===== config.mk =====
export PLATFORM = sky130hd
export DESIGN_NAME = bsw_top
export DESIGN_NICKNAME = d
export VERILOG_FILES = /design/src/bsw_pkg.sv /design/src/bsw_wdog.sv /design/src/bsw_top.sv
export VERILOG_INCLUDE_DIRS = /design/src
export SDC_FILE = /design/constraint.sdc
export NUM_CORES = 1
export LEC_CHECK = 0
export BUFFER_PORTS_ARGS = -buffer_cell sky130_fd_sc_hd__clkbuf_2
export CAP_MARGIN = 20
export CORE_MARGIN = 2
export CORE_UTILIZATION = 57
export CTS_BUF_LIST = sky130_fd_sc_hd__clkbuf_4 sky130_fd_sc_hd__clkbuf_8
export CTS_CLUSTER_DIAMETER = 60
export DETAILED_ROUTE_END_ITERATION = 8
export PLACE_DENSITY = 0.84
export SYNTH_ARGS = -nofsm -noshare
export SYNTH_HDL_FRONTEND = slang
export SYNTH_SLANG_ARGS = --single-unit

===== constraint.sdc =====
create_clock -name CLOCK -period 3 [get_ports CLOCK]
set_input_delay 0.15 -clock CLOCK [delete_from_list [all_inputs] [get_ports CLOCK]]
set_output_delay 0.15 -clock CLOCK [all_outputs]
set_load 0.01 [all_outputs]

===== src/bsw_regs.svh =====
`ifndef BSW_REGS_SVH
`define BSW_REGS_SVH

// ************************************************************
// Address map
// ************************************************************
`define BSW_ADDR_W 16
`define BSW_ROM_LO 16'h0000
`define BSW_ROM_HI 16'h27ff
`define BSW_ROM_MIR_LO 16'h8000
`define BSW_ROM_MIR_HI 16'ha7ff
`define BSW_RAM_LO 16'h0000
`define BSW_RAM_HI 16'h3fff
`define BSW_IO_LO 16'hf800
`define BSW_IO_HI 16'hffff
`define BSW_OFF_W 14

// ************************************************************
// Register offsets and fields
// ************************************************************
`define BSW_SHADOW_CFG_ADDR 16'hff90
`define BSW_WDCS_ADDR 16'hff93
`define BSW_USB_CTRL_ADDR 16'hfffc
`define BSW_SHADOW_BIT 0
`define BSW_CODE_SIZE_VAL 2'h2
`define BSW_CODE_RAM_VAL 1'h1
`define BSW_WD_SERVICE_BIT 0
`define BSW_WD_FLAG_BIT 6
`define BSW_WD_LOW_BIT 7
`define BSW_USB_CONNECT_BIT 7
`define BSW_WD_DIS_UPPER_KEY 5'h15
`define BSW_WD_DIS_LOW_KEY 1'h0
`define BSW_WD_UPPER_RST 5'h00
`define BSW_WD_LOW_RST 1'h1

// ************************************************************
// Timing
// ************************************************************
`define BSW_CLK_PERIOD_NS 8
`define BSW_CORE_RST_NS 128
`define BSW_RST_HOLD_CYC ((`BSW_CORE_RST_NS + `BSW_CLK_PERIOD_NS - 1) / `BSW_CLK_PERIOD_NS)
`define BSW_WD_BITS 7
`endif


===== src/bsw_pkg.sv =====
package bsw_pkg;
  // Gray sequence along the usual path: run, then watchdog hold.
  typedef enum logic [1:0] {
    BSW_RUN = 2'h0,
    BSW_HOLD = 2'h1
  } bsw_phase_t;

  typedef struct packed {
    logic [15:0] addr;
    logic fetch;
  } bsw_cbus_t;

  typedef struct packed {
    logic [15:0] addr;
    logic rd;
    logic wr;
    logic [7:0] wdata;
  } bsw_xbus_t;

  typedef struct packed {
    logic code_rom;
    logic code_ram;
    logic [13:0] code_off;
    logic data_ram;
    logic data_ram_we;
    logic data_io;
    logic [13:0] data_off;
  } bsw_dec_t;

  typedef struct packed {
    logic [15:0] count;
    logic expire;
  } bsw_wd_t;
endpackage


===== src/bsw_wdog.sv =====
`include "bsw_regs.svh"
module bsw_wdog #(
  parameter int WD_BITS = `BSW_WD_BITS
) (
  input wire logic clk,
  input wire logic rst,
  input wire logic tick,
  input wire logic run,
  input wire logic clear,
  output logic [WD_BITS-1:0] count,
  output logic expire
);
  bsw_pkg::bsw_wd_t st_ff;
  bsw_pkg::bsw_wd_t nxt_st;
  localparam logic [WD_BITS-1:0] WD_MAX = {WD_BITS{1'b1}};

  initial begin
    if (WD_BITS < 1 || WD_BITS > 16) begin
      $error("bsw_wdog: WD_BITS must lie in 1..16");
    end
  end

  always_comb begin
    nxt_st = st_ff;
    nxt_st.expire = 1'b0;
    if (clear) begin
      nxt_st.count = 16'h0000;
    end else if (run && tick) begin
      if (st_ff.count[WD_BITS-1:0] == WD_MAX) begin
        // 2**WD_BITS ticks without service: one-cycle time-out pulse.
        nxt_st.count = 16'h0000;
        nxt_st.expire = 1'b1;
      end else begin
        nxt_st.count = st_ff.count + 16'h0001;
      end
    end
  end

  always_ff @(posedge clk or posedge rst) begin
    if (rst) begin
      st_ff <= '0;
    end else begin
      st_ff <= nxt_st;
    end
  end

  assign count = st_ff.count[WD_BITS-1:0];
  assign expire = st_ff.expire;
endmodule


===== src/bsw_top.sv =====
`include "bsw_regs.svh"
module bsw_top #(
  parameter int WD_BITS = `BSW_WD_BITS,
  parameter int RST_HOLD = `BSW_RST_HOLD_CYC
) (
  input wire logic CLOCK,
  input wire logic SYS_RST,
  input wire bsw_pkg::bsw_cbus_t CBUS,
  input wire bsw_pkg::bsw_xbus_t XBUS,
  input wire logic SOF_PULSE,
  output bsw_pkg::bsw_dec_t DEC,
  output logic [7:0] XRDATA,
  output logic CORE_RST,
  output logic SHADOW_ENABLE,
  output logic USB_CONNECT
);

  // ************************************************************
  // Elaboration checks
  // ************************************************************
  initial begin
    if (RST_HOLD < 1 || RST_HOLD > 255) begin
      $error("bsw_top: RST_HOLD must lie in 1..255");
    end
    if (WD_BITS < 1 || WD_BITS > 16) begin
      $error("bsw_top: WD_BITS must lie in 1..16");
    end
  end

  // ************************************************************
  // State
  // ************************************************************
  typedef struct packed {
    bsw_pkg::bsw_phase_t phase;
    logic [7:0] hold_cnt;
    logic core_rst;
    logic shadow_enable;
    logic usb_connect;
    logic [4:0] wd_disable_upper;
    logic wd_disable_low;
    logic wd_reset_flag;
    logic [7:0] rdata;
    bsw_pkg::bsw_dec_t dec;
  } bsw_top_state_t;

  bsw_top_state_t st_ff;
  bsw_top_state_t nxt_st;

  localparam logic [7:0] HOLD_LAST = 8'(RST_HOLD - 1);

  logic wd_expire;
  logic wd_run;
  logic wd_clear;
  logic wr_shadow_cfg;
  logic wr_wdcs;
  logic wr_usb_ctrl;
  logic bus_live;

  // ************************************************************
  // Helpers
  // ************************************************************
  function automatic logic in_window(
    input logic [15:0] addr,
    input logic [15:0] lo,
    input logic [15:0] hi
  );
    in_window = (addr >= lo) && (addr <= hi);
  endfunction

  function automatic logic wd_disabled(
    input logic [4:0] upper,
    input logic low
  );
    wd_disabled = (upper == `BSW_WD_DIS_UPPER_KEY) && (low == `BSW_WD_DIS_LOW_KEY);
  endfunction

  function automatic logic [7:0] shadow_cfg_value(input logic shadow);
    // Size and memory-type fields are wired constants, untouched by any reset.
    shadow_cfg_value = {`BSW_CODE_RAM_VAL, `BSW_CODE_SIZE_VAL, 4'h0, shadow};
  endfunction

  // ************************************************************
  // Register write strobes
  // ************************************************************
  // Writes are ignored while the core is held in watchdog reset.
  assign bus_live = (st_ff.phase == bsw_pkg::BSW_RUN);
  assign wr_shadow_cfg = bus_live && XBUS.wr && (XBUS.addr == `BSW_SHADOW_CFG_ADDR);
  assign wr_wdcs = bus_live && XBUS.wr && (XBUS.addr == `BSW_WDCS_ADDR);
  assign wr_usb_ctrl = bus_live && XBUS.wr && (XBUS.addr == `BSW_USB_CTRL_ADDR);

  // ************************************************************
  // Watchdog
  // ************************************************************
  assign wd_run = st_ff.usb_connect && !wd_disabled(st_ff.wd_disable_upper, st_ff.wd_disable_low);
  assign wd_clear = (wr_wdcs && XBUS.wdata[`BSW_WD_SERVICE_BIT]) || !bus_live;

  bsw_wdog #(
    .WD_BITS(WD_BITS)
  ) u_wdog (
    .clk(CLOCK),
    .rst(SYS_RST),
    .tick(SOF_PULSE),
    .run(wd_run),
    .clear(wd_clear),
    .count(),
    .expire(wd_expire)
  );

  // ************************************************************
  // Next state
  // ************************************************************
  always_comb begin
    nxt_st = st_ff;
    nxt_st.rdata = 8'h00;
    unique case (st_ff.phase)
      bsw_pkg::BSW_RUN: begin
        nxt_st.core_rst = 1'b0;
        if (wd_expire) begin
          // Time-out acts as a device reset, except that it leaves the flag set.
          nxt_st.phase = bsw_pkg::BSW_HOLD;
          nxt_st.hold_cnt = 8'h00;
          nxt_st.core_rst = 1'b1;
          nxt_st.shadow_enable = 1'b0;
          nxt_st.usb_connect = 1'b0;
          nxt_st.wd_disable_upper = `BSW_WD_UPPER_RST;
          nxt_st.wd_disable_low = `BSW_WD_LOW_RST;
          nxt_st.wd_reset_flag = 1'b1;
        end else begin
          if (wr_shadow_cfg && XBUS.wdata[`BSW_SHADOW_BIT]) begin
            // Writing zero cannot leave normal mode; only resets do that.
            nxt_st.shadow_enable = 1'b1;
          end
          if (wr_usb_ctrl) begin
            nxt_st.usb_connect = XBUS.wdata[`BSW_USB_CONNECT_BIT];
          end
          if (wr_wdcs) begin
            nxt_st.wd_disable_upper = XBUS.wdata[5:1];
            nxt_st.wd_disable_low = XBUS.wdata[`BSW_WD_LOW_BIT];
            if (XBUS.wdata[`BSW_WD_FLAG_BIT]) begin
              nxt_st.wd_reset_flag = 1'b0;
            end
          end
          if (XBUS.rd) begin
            if (XBUS.addr == `BSW_SHADOW_CFG_ADDR) begin
              nxt_st.rdata = shadow_cfg_value(st_ff.shadow_enable);
            end else if (XBUS.addr == `BSW_WDCS_ADDR) begin
              // The service bit has no storage and always reads as zero.
              nxt_st.rdata = {st_ff.wd_disable_low, st_ff.wd_reset_flag,
                              st_ff.wd_disable_upper, 1'b0};
            end else if (XBUS.addr == `BSW_USB_CTRL_ADDR) begin
              nxt_st.rdata = {st_ff.usb_connect, 7'h00};
            end
          end
        end
      end
      bsw_pkg::BSW_HOLD: begin
        nxt_st.core_rst = 1'b1;
        if (st_ff.hold_cnt == HOLD_LAST) begin
          nxt_st.phase = bsw_pkg::BSW_RUN;
          nxt_st.core_rst = 1'b0;
          nxt_st.hold_cnt = 8'h00;
        end else begin
          nxt_st.hold_cnt = st_ff.hold_cnt + 8'h01;
        end
      end
      default: begin
        nxt_st.phase = bsw_pkg::BSW_HOLD;
        nxt_st.hold_cnt = 8'h00;
        nxt_st.core_rst = 1'b1;
      end
    endcase

    // ************************************************************
    // Address decode
    // ************************************************************
    // The decode follows the shadow bit as it stands now; the core should
    // not depend on the map in the same cycle as its write to the bit.
    nxt_st.dec.code_off = CBUS.addr[13:0];
    nxt_st.dec.data_off = XBUS.addr[13:0];
    nxt_st.dec.code_rom = 1'b0;
    nxt_st.dec.code_ram = 1'b0;
    if (CBUS.fetch) begin
      if (in_window(CBUS.addr, `BSW_ROM_MIR_LO, `BSW_ROM_MIR_HI)) begin
        nxt_st.dec.code_rom = 1'b1;
      end else if (!st_ff.shadow_enable) begin
        nxt_st.dec.code_rom = in_window(CBUS.addr, `BSW_ROM_LO, `BSW_ROM_HI);
      end else begin
        nxt_st.dec.code_ram = in_window(CBUS.addr, `BSW_RAM_LO, `BSW_RAM_HI);
      end
    end
    nxt_st.dec.data_ram = 1'b0;
    nxt_st.dec.data_ram_we = 1'b0;
    nxt_st.dec.data_io = 1'b0;
    if (XBUS.rd || XBUS.wr) begin
      nxt_st.dec.data_io = in_window(XBUS.addr, `BSW_IO_LO, `BSW_IO_HI);
      if (!st_ff.shadow_enable && in_window(XBUS.addr, `BSW_RAM_LO, `BSW_RAM_HI)) begin
        nxt_st.dec.data_ram = 1'b1;
        nxt_st.dec.data_ram_we = XBUS.wr && bus_live;
      end
    end
    if (!bus_live || nxt_st.core_rst) begin
      nxt_st.dec.code_rom = 1'b0;
      nxt_st.dec.code_ram = 1'b0;
      nxt_st.dec.data_ram = 1'b0;
      nxt_st.dec.data_ram_we = 1'b0;
      nxt_st.dec.data_io = 1'b0;
    end
  end

  // ************************************************************
  // Registers
  // ************************************************************
  always_ff @(posedge CLOCK or posedge SYS_RST) begin
    if (SYS_RST) begin
      // Power-up: boot map, disconnected, watchdog armed, flag clear.
      st_ff.phase <= bsw_pkg::BSW_HOLD;
      st_ff.hold_cnt <= 8'h00;
      st_ff.core_rst <= 1'b1;
      st_ff.shadow_enable <= 1'b0;
      st_ff.usb_connect <= 1'b0;
      st_ff.wd_disable_upper <= `BSW_WD_UPPER_RST;
      st_ff.wd_disable_low <= `BSW_WD_LOW_RST;
      st_ff.wd_reset_flag <= 1'b0;
      st_ff.rdata <= 8'h00;
      st_ff.dec <= '0;
    end else begin
      st_ff <= nxt_st;
    end
  end

  // ************************************************************
  // Outputs
  // ************************************************************
  assign DEC = st_ff.dec;
  assign XRDATA = st_ff.rdata;
  assign CORE_RST = st_ff.core_rst;
  assign SHADOW_ENABLE = st_ff.shadow_enable;
  assign USB_CONNECT = st_ff.usb_connect;
endmodule


After elaboration in Yosys (flattened, before gate mapping). Index checks and enable logic that the tools add are counted.

Latch bits: 0. Input bits: 46. Output and inout bits: 44. Register bits: 78. Memory bits (writable): 0. Logic and storage cells: 101. Memory bits (read-only): 0. Memories kept: 0.

Shift-type cells: 0. Multipliers: 0. Bitwise gates (word level): 1. Mux-type cells: 30. Reduce and logical (&&, ||, !) cells: 32. Order comparisons: 9. Div/mod/pow operators: 0. Add/sub/neg operators: 2. Equal/unequal tests: 9.

Operator list (number): 2-to-1 mux 8 bit (7); == test 16 bit (second input constant) (3); <= comparator 16 x 14 -> 1 bit (second input constant) (3); >= comparator 16 x 1 -> 1 bit (second input constant) (2); >= comparator 16 bit (second input constant) (2); <= comparator 16 bit (second input constant) (2); 2-to-1 mux 16 bit (2); one-hot mux 11 bit (2 select lines) (1); 2-to-1 mux 17 bit (1); adder 16 x 1 -> 16 bit (second input constant) (1); logical AND 1 bit (15); 2-to-1 mux 11 bit (1); 2-to-1 mux 1 bit (10); nonzero test 2 bit (5); 2-to-1 mux 9 bit (1); adder 8 x 1 -> 8 bit (second input constant) (1); == test 8 x 4 -> 1 bit (second input constant) (1); 2-to-1 mux 2 bit (4); AND reduction 2 bit (4); == test 7 bit (second input constant) (1); 2-to-1 mux 7 bit (1); 2-to-1 mux 3 bit (2); == test 5 bit (second input constant) (1); zero test 1 bit (3); 7 further kinds (9).

Depth between registers and ports, before layout.
Word-level depth: 7. Mapped depth: 6. Gate-level depth less buffers: 5.

By module. Synthesis repeated with hierarchy kept, for this count alone.

Cell total of the unflattened synthesis: 264. Area total of the unflattened synthesis: 2952.8 µm².

By module, submodules not included: bsw_top (times used 1, cells each 221, seq. area each 1505.2 µm², area an instance 2552.4 µm²); bsw_wdog (times used 1, cells each 43, seq. area each 200.2 µm², area an instance 400.4 µm²).

Worst setup path before layout. No wires, ideal clock.

Path type: register -> register. Start: reg st_ff[59] (netlist bit). End: reg st_ff[54] (netlist bit). Clock period less this slack: 1.515 ns. Buffers on the path: 1. Data arrival time: 1.433 ns. Slack: 1.485 ns. Cell stages (with the launch flop): 6. Library setup time: 0.082 ns. Data required time: 2.918 ns. Path through: dfstp_2 buf_2 clkinv_1 a21oi_1 a21oi_1 o22ai_1.

Cells in the longest elaborated chain, start to end: 2. Elaborated cells on any way between the ends: 4. Classes of those cells: eq/ne (2); mux (1); reduce/logical (1).

RTL lines: start, declared (RTL line bsw_top.sv:46) `bsw_top_state_t st_ff;`; start signal, assigned (RTL line bsw_top.sv:227) `st_ff <= nxt_st;`; == test 2 x 1 -> 1 bit / zero test 2 bit (equally long branches) (RTL line bsw_top.sv:115) `unique case (st_ff.phase)`; one-hot mux 11 bit (2 select lines) / inequality test 2 x 1 -> 1 bit (equally long branches).

Several ways; a longest one is shown, not always the timed one. A chain may end at the register's enable or synchronous reset.

==> summary.txt <==
Die
  – Die height: 76.6 um
  – Initial core utilization: 0.587
  – Core area: 5110 um2
  – I/O Pins: 90
  – Die width: 76.6 um
  – Die area: 5860 um2
  – # rows: 26

Finish
  – ANT cells: 0
  – Layout cell share with drive strength beyond 1: 0.327
  – FF/Latch Area: 1710 um2
  – Finished Cell Area: 3730 um2
  – Final-layout fill cell count: 336
  – Final design utilization: 0.730
  – Multi-input gate area: 936 um2
  – Layout net count: 407
  – Area Growth Syn to Fin: 24.3%

Pwr
  – Leakage: 1.82 nW
  – Pwr/cell area: 542 nW/um2
  – Peak supply drop: 0.000258 V

Timing
  – Endpoints failing setup: 0
  – Rel. slew slack: 0.337
  – Worst slew pin tran: 0.985 ns
  – Fin Setup TNS: 0 ns
  – RSZ-0062 raised after global routing: no
  – Max-slew violations: 0
  – Clk_skew: 0.00881 ns
  – Minimum clock period: 2.28 ns
  – Slack of the critical path: 0.724 ns
  – Fin crit share: 0.759
  – Final Hold Violating Endpoints: 0
  – Max Freq: 0.439 GHz

Place
  – Placement Setup Slack: 1.24 ns
  – Placed Area: 3220 um2
  – Gp weighted congestion: 0.997
  – Port Buffer Count: 89
  – Post-DP HPWL: 4250 um

Worst hold path
  – Hold Crit Start: XBUS[11]
  – Hold WC Path Type: input port to flop

Drt
  – Antenna-violating nets left: 0
  – Vias: 2355
  – Detailed Route WL: 7140 um
  – # DRC: 0
  – Vias/cell: 5.43
  – Drt first pass iters: 4
  – Iter 0 DRT Violations: 146
  – Average wire per standard cell: 16.5 um

Clock network
  – Gates resized, CTS repair: 0
  – Maximum clock path buffer count: 2
  – CTS tree: yes
  – Clk_lat worst skew: 0.34 ns
  – Clock Pin Slew Worst Setup and Hold Paths: 0.08 ns
  – Sinks on Clock Net: 68
  – CTS H-tree depth: 3
  – Num CTS Buffers: 9
  – Root Driver: clkbuf_8

Worst setup path
  – FF-to-FF Start: u_wdog.expire
  – Crit. Startpoint: u_wdog.expire
  – Slowest cell on crit path: dlygate4sd3_1
  – Critical path data required time: 3.28 ns
  – Worst Path Arrival: 2.56 ns
  – Critical Path Max Stage Delay: 0.60 ns
  – CP delay by family, top: simple AND/OR/NAND/NOR gates
  – Crit path kind: flop to flop
  – Worst-path maximum fanout: 13
  – Worst path cell trace: nor2_1 -> o21ai_0 -> nor4_1 -> dlygate4sd3_1
  – Worst Path Buf+Inv: 1
  – CP Capture Type: flop
  – Startpoint types: flop

Synth
  – Mapped Cells: 272
  – Post-synthesis mux area share: 0.00667
  – Post-Syn Nets: 320
  – Main combinational cell family by area after synthesis: simple AND/OR/NAND/NOR gates
  – Syn avg cell area: 11.0 um2
  – Netlist cell types: 45
  – Post-synth EDFFs: 0
  – Synth Area in Compound Gates: 0.0967
  – Asr flop ratio synth: 1.00
  – Sequential fraction of the synthesis area: 0.568
  – Share of the synthesized area in the top cell type: 0.542
  – Top area cells in the synthesized netlist: dfrtp_1 (54%), buf_4 (11%), nand2_1 (3.5%), dfstp_2 (2.6%), nor3_1 (2.0%)
  – Synthesis Warnings: 0
  – #FFs+latches synth: 68
  – Leading area contributor after synthesis: dfrtp_1
  – Xor and xnor area share after synthesis: 0.0146
  – Simple logic cell fraction of the synthesized area: 0.186
  – Most common cell in the netlist: dfrtp_1
  – Post-synth top cells: dfrtp_1 (65), buf_4 (42), nand2_1 (28)
  – Top_reg_cell synth: dfrtp_1
  – Mapped Area: 3000 um2
  – Post-Synth Adder-Cell Area: 0.00834

GRT
  – Largest net degree at the start of global routing: 30
  – Initial antenna violation count: 0
  – Gr ovfl total: 0
  – Global Route Usage Sum: 0.266
  – First-pass GRT wire length: 11800 um
  – Number of global-route vias before repair: 2374

Run
  – Max Cap Viol: 0

Status
  – Status: finished clean
-- power breakdown --
group	total, mW	switching, mW	internal, mW
clock network	0.781	0.345	0.436
logic	0.224	0.112	0.111
registers	1.02	0.0456	0.972
total	2.02	0.503	1.52
-- per-layer routing --
metal  vias up  share of wire  wire length, um  GRT usage
li1       1081              -                -          -
met1      1138           0.37             2650      0.302
met2       109           0.54             3840      0.473
met3        27          0.055              391     0.0675
met4         0          0.037              262      0.122
met5         -              0                0          0
-- registers in the layout, summed over array words and instances (netlist names) --
register and cells:
st_ff 16, SHADOW_ENABLE 1, XRDATA 8, DEC 33
u_wdog.count 7, CORE_RST 1, USB_CONNECT 1, u_wdog.expire 1
-- cell usage in the layout (no fill, tap or decap), types with 3 or more instances in the layout --
master | Yosys | routed
nor3_1 | 12 | 12
nand3b_1 | 5 | 5
nand3_1 | 8 | 8
a21oi_1 | 8 | 8
dfrtp_1 | 65 | 65
dlygate4sd3_1 | 0 | 30
xnor2_1 | 4 | 4
nor2b_1 | 9 | 9
inv_1 | 6 | 5
nor2_1 | 10 | 10
and3_1 | 5 | 5
a311oi_1 | 3 | 3
buf_4 | 42 | 3
nand4_1 | 5 | 5
o21ai_0 | 11 | 11
a221o_1 | 5 | 5
nand2_1 | 28 | 28
dfstp_2 | 3 | 3
nor4_1 | 4 | 4
and2_1 | 6 | 6
or3_1 | 3 | 3
clkbuf_2 | 0 | 89
clkbuf_8 | 0 | 11
-- metrics by stage --
step,cells,hold slack (ns),power (mW)
2_1_floorplan,272,0.181,1.16
3_3_place_gp,388,0.155,1.21
3_5_place_dp,388,0.168,1.22
4_1_cts,434,0.00990,2.01
5_1_grt,434,0.0152,2.11
6_report,434,0.0240,2.02
-- cell type report --
type	count	area share
inverter	7	0.00704
clock inverter	4	0.0127
multi-input combinational	151	0.251
timing repair buffer	122	0.206
tap	70	0.0235
sequential	68	0.457
clock buffer	12	0.0426
-- path summary, 6_finish.rpt --
kind	endpoint	cells past startpoint	slack (ns)
setup / recovery	DEC[16]	4	0.72
hold / removal	DEC[1]	1	0.02
setup reg to reg	DEC[16]	4	0.72
hold reg to reg	st_ff[41]	2	0.54
max in group asynchronous	CORE_RST	4	1.86
min in group asynchronous	DEC[13]	3	0.36
-- kinds of logic after synthesis --
kind of cell,after synthesis
AND/OR/NAND/NOR,102
buffers and inverters,53
XOR/XNOR,5
adder cells (fa/ha/maj),2
flip-flops,68
AO/OA/AOI/OAI,40
multiplexers,2
-- what timing repair did --
| action | CTS | global route |
|---|---|---|
| setup endpoints to repair | 0 | 0 |
| buffers inserted | 0 | 0 |
| hold buffers | 30 | 0 |
| endpoints found under the hold margin | 47 | 0 |
(Power assumes the default switching activity.)
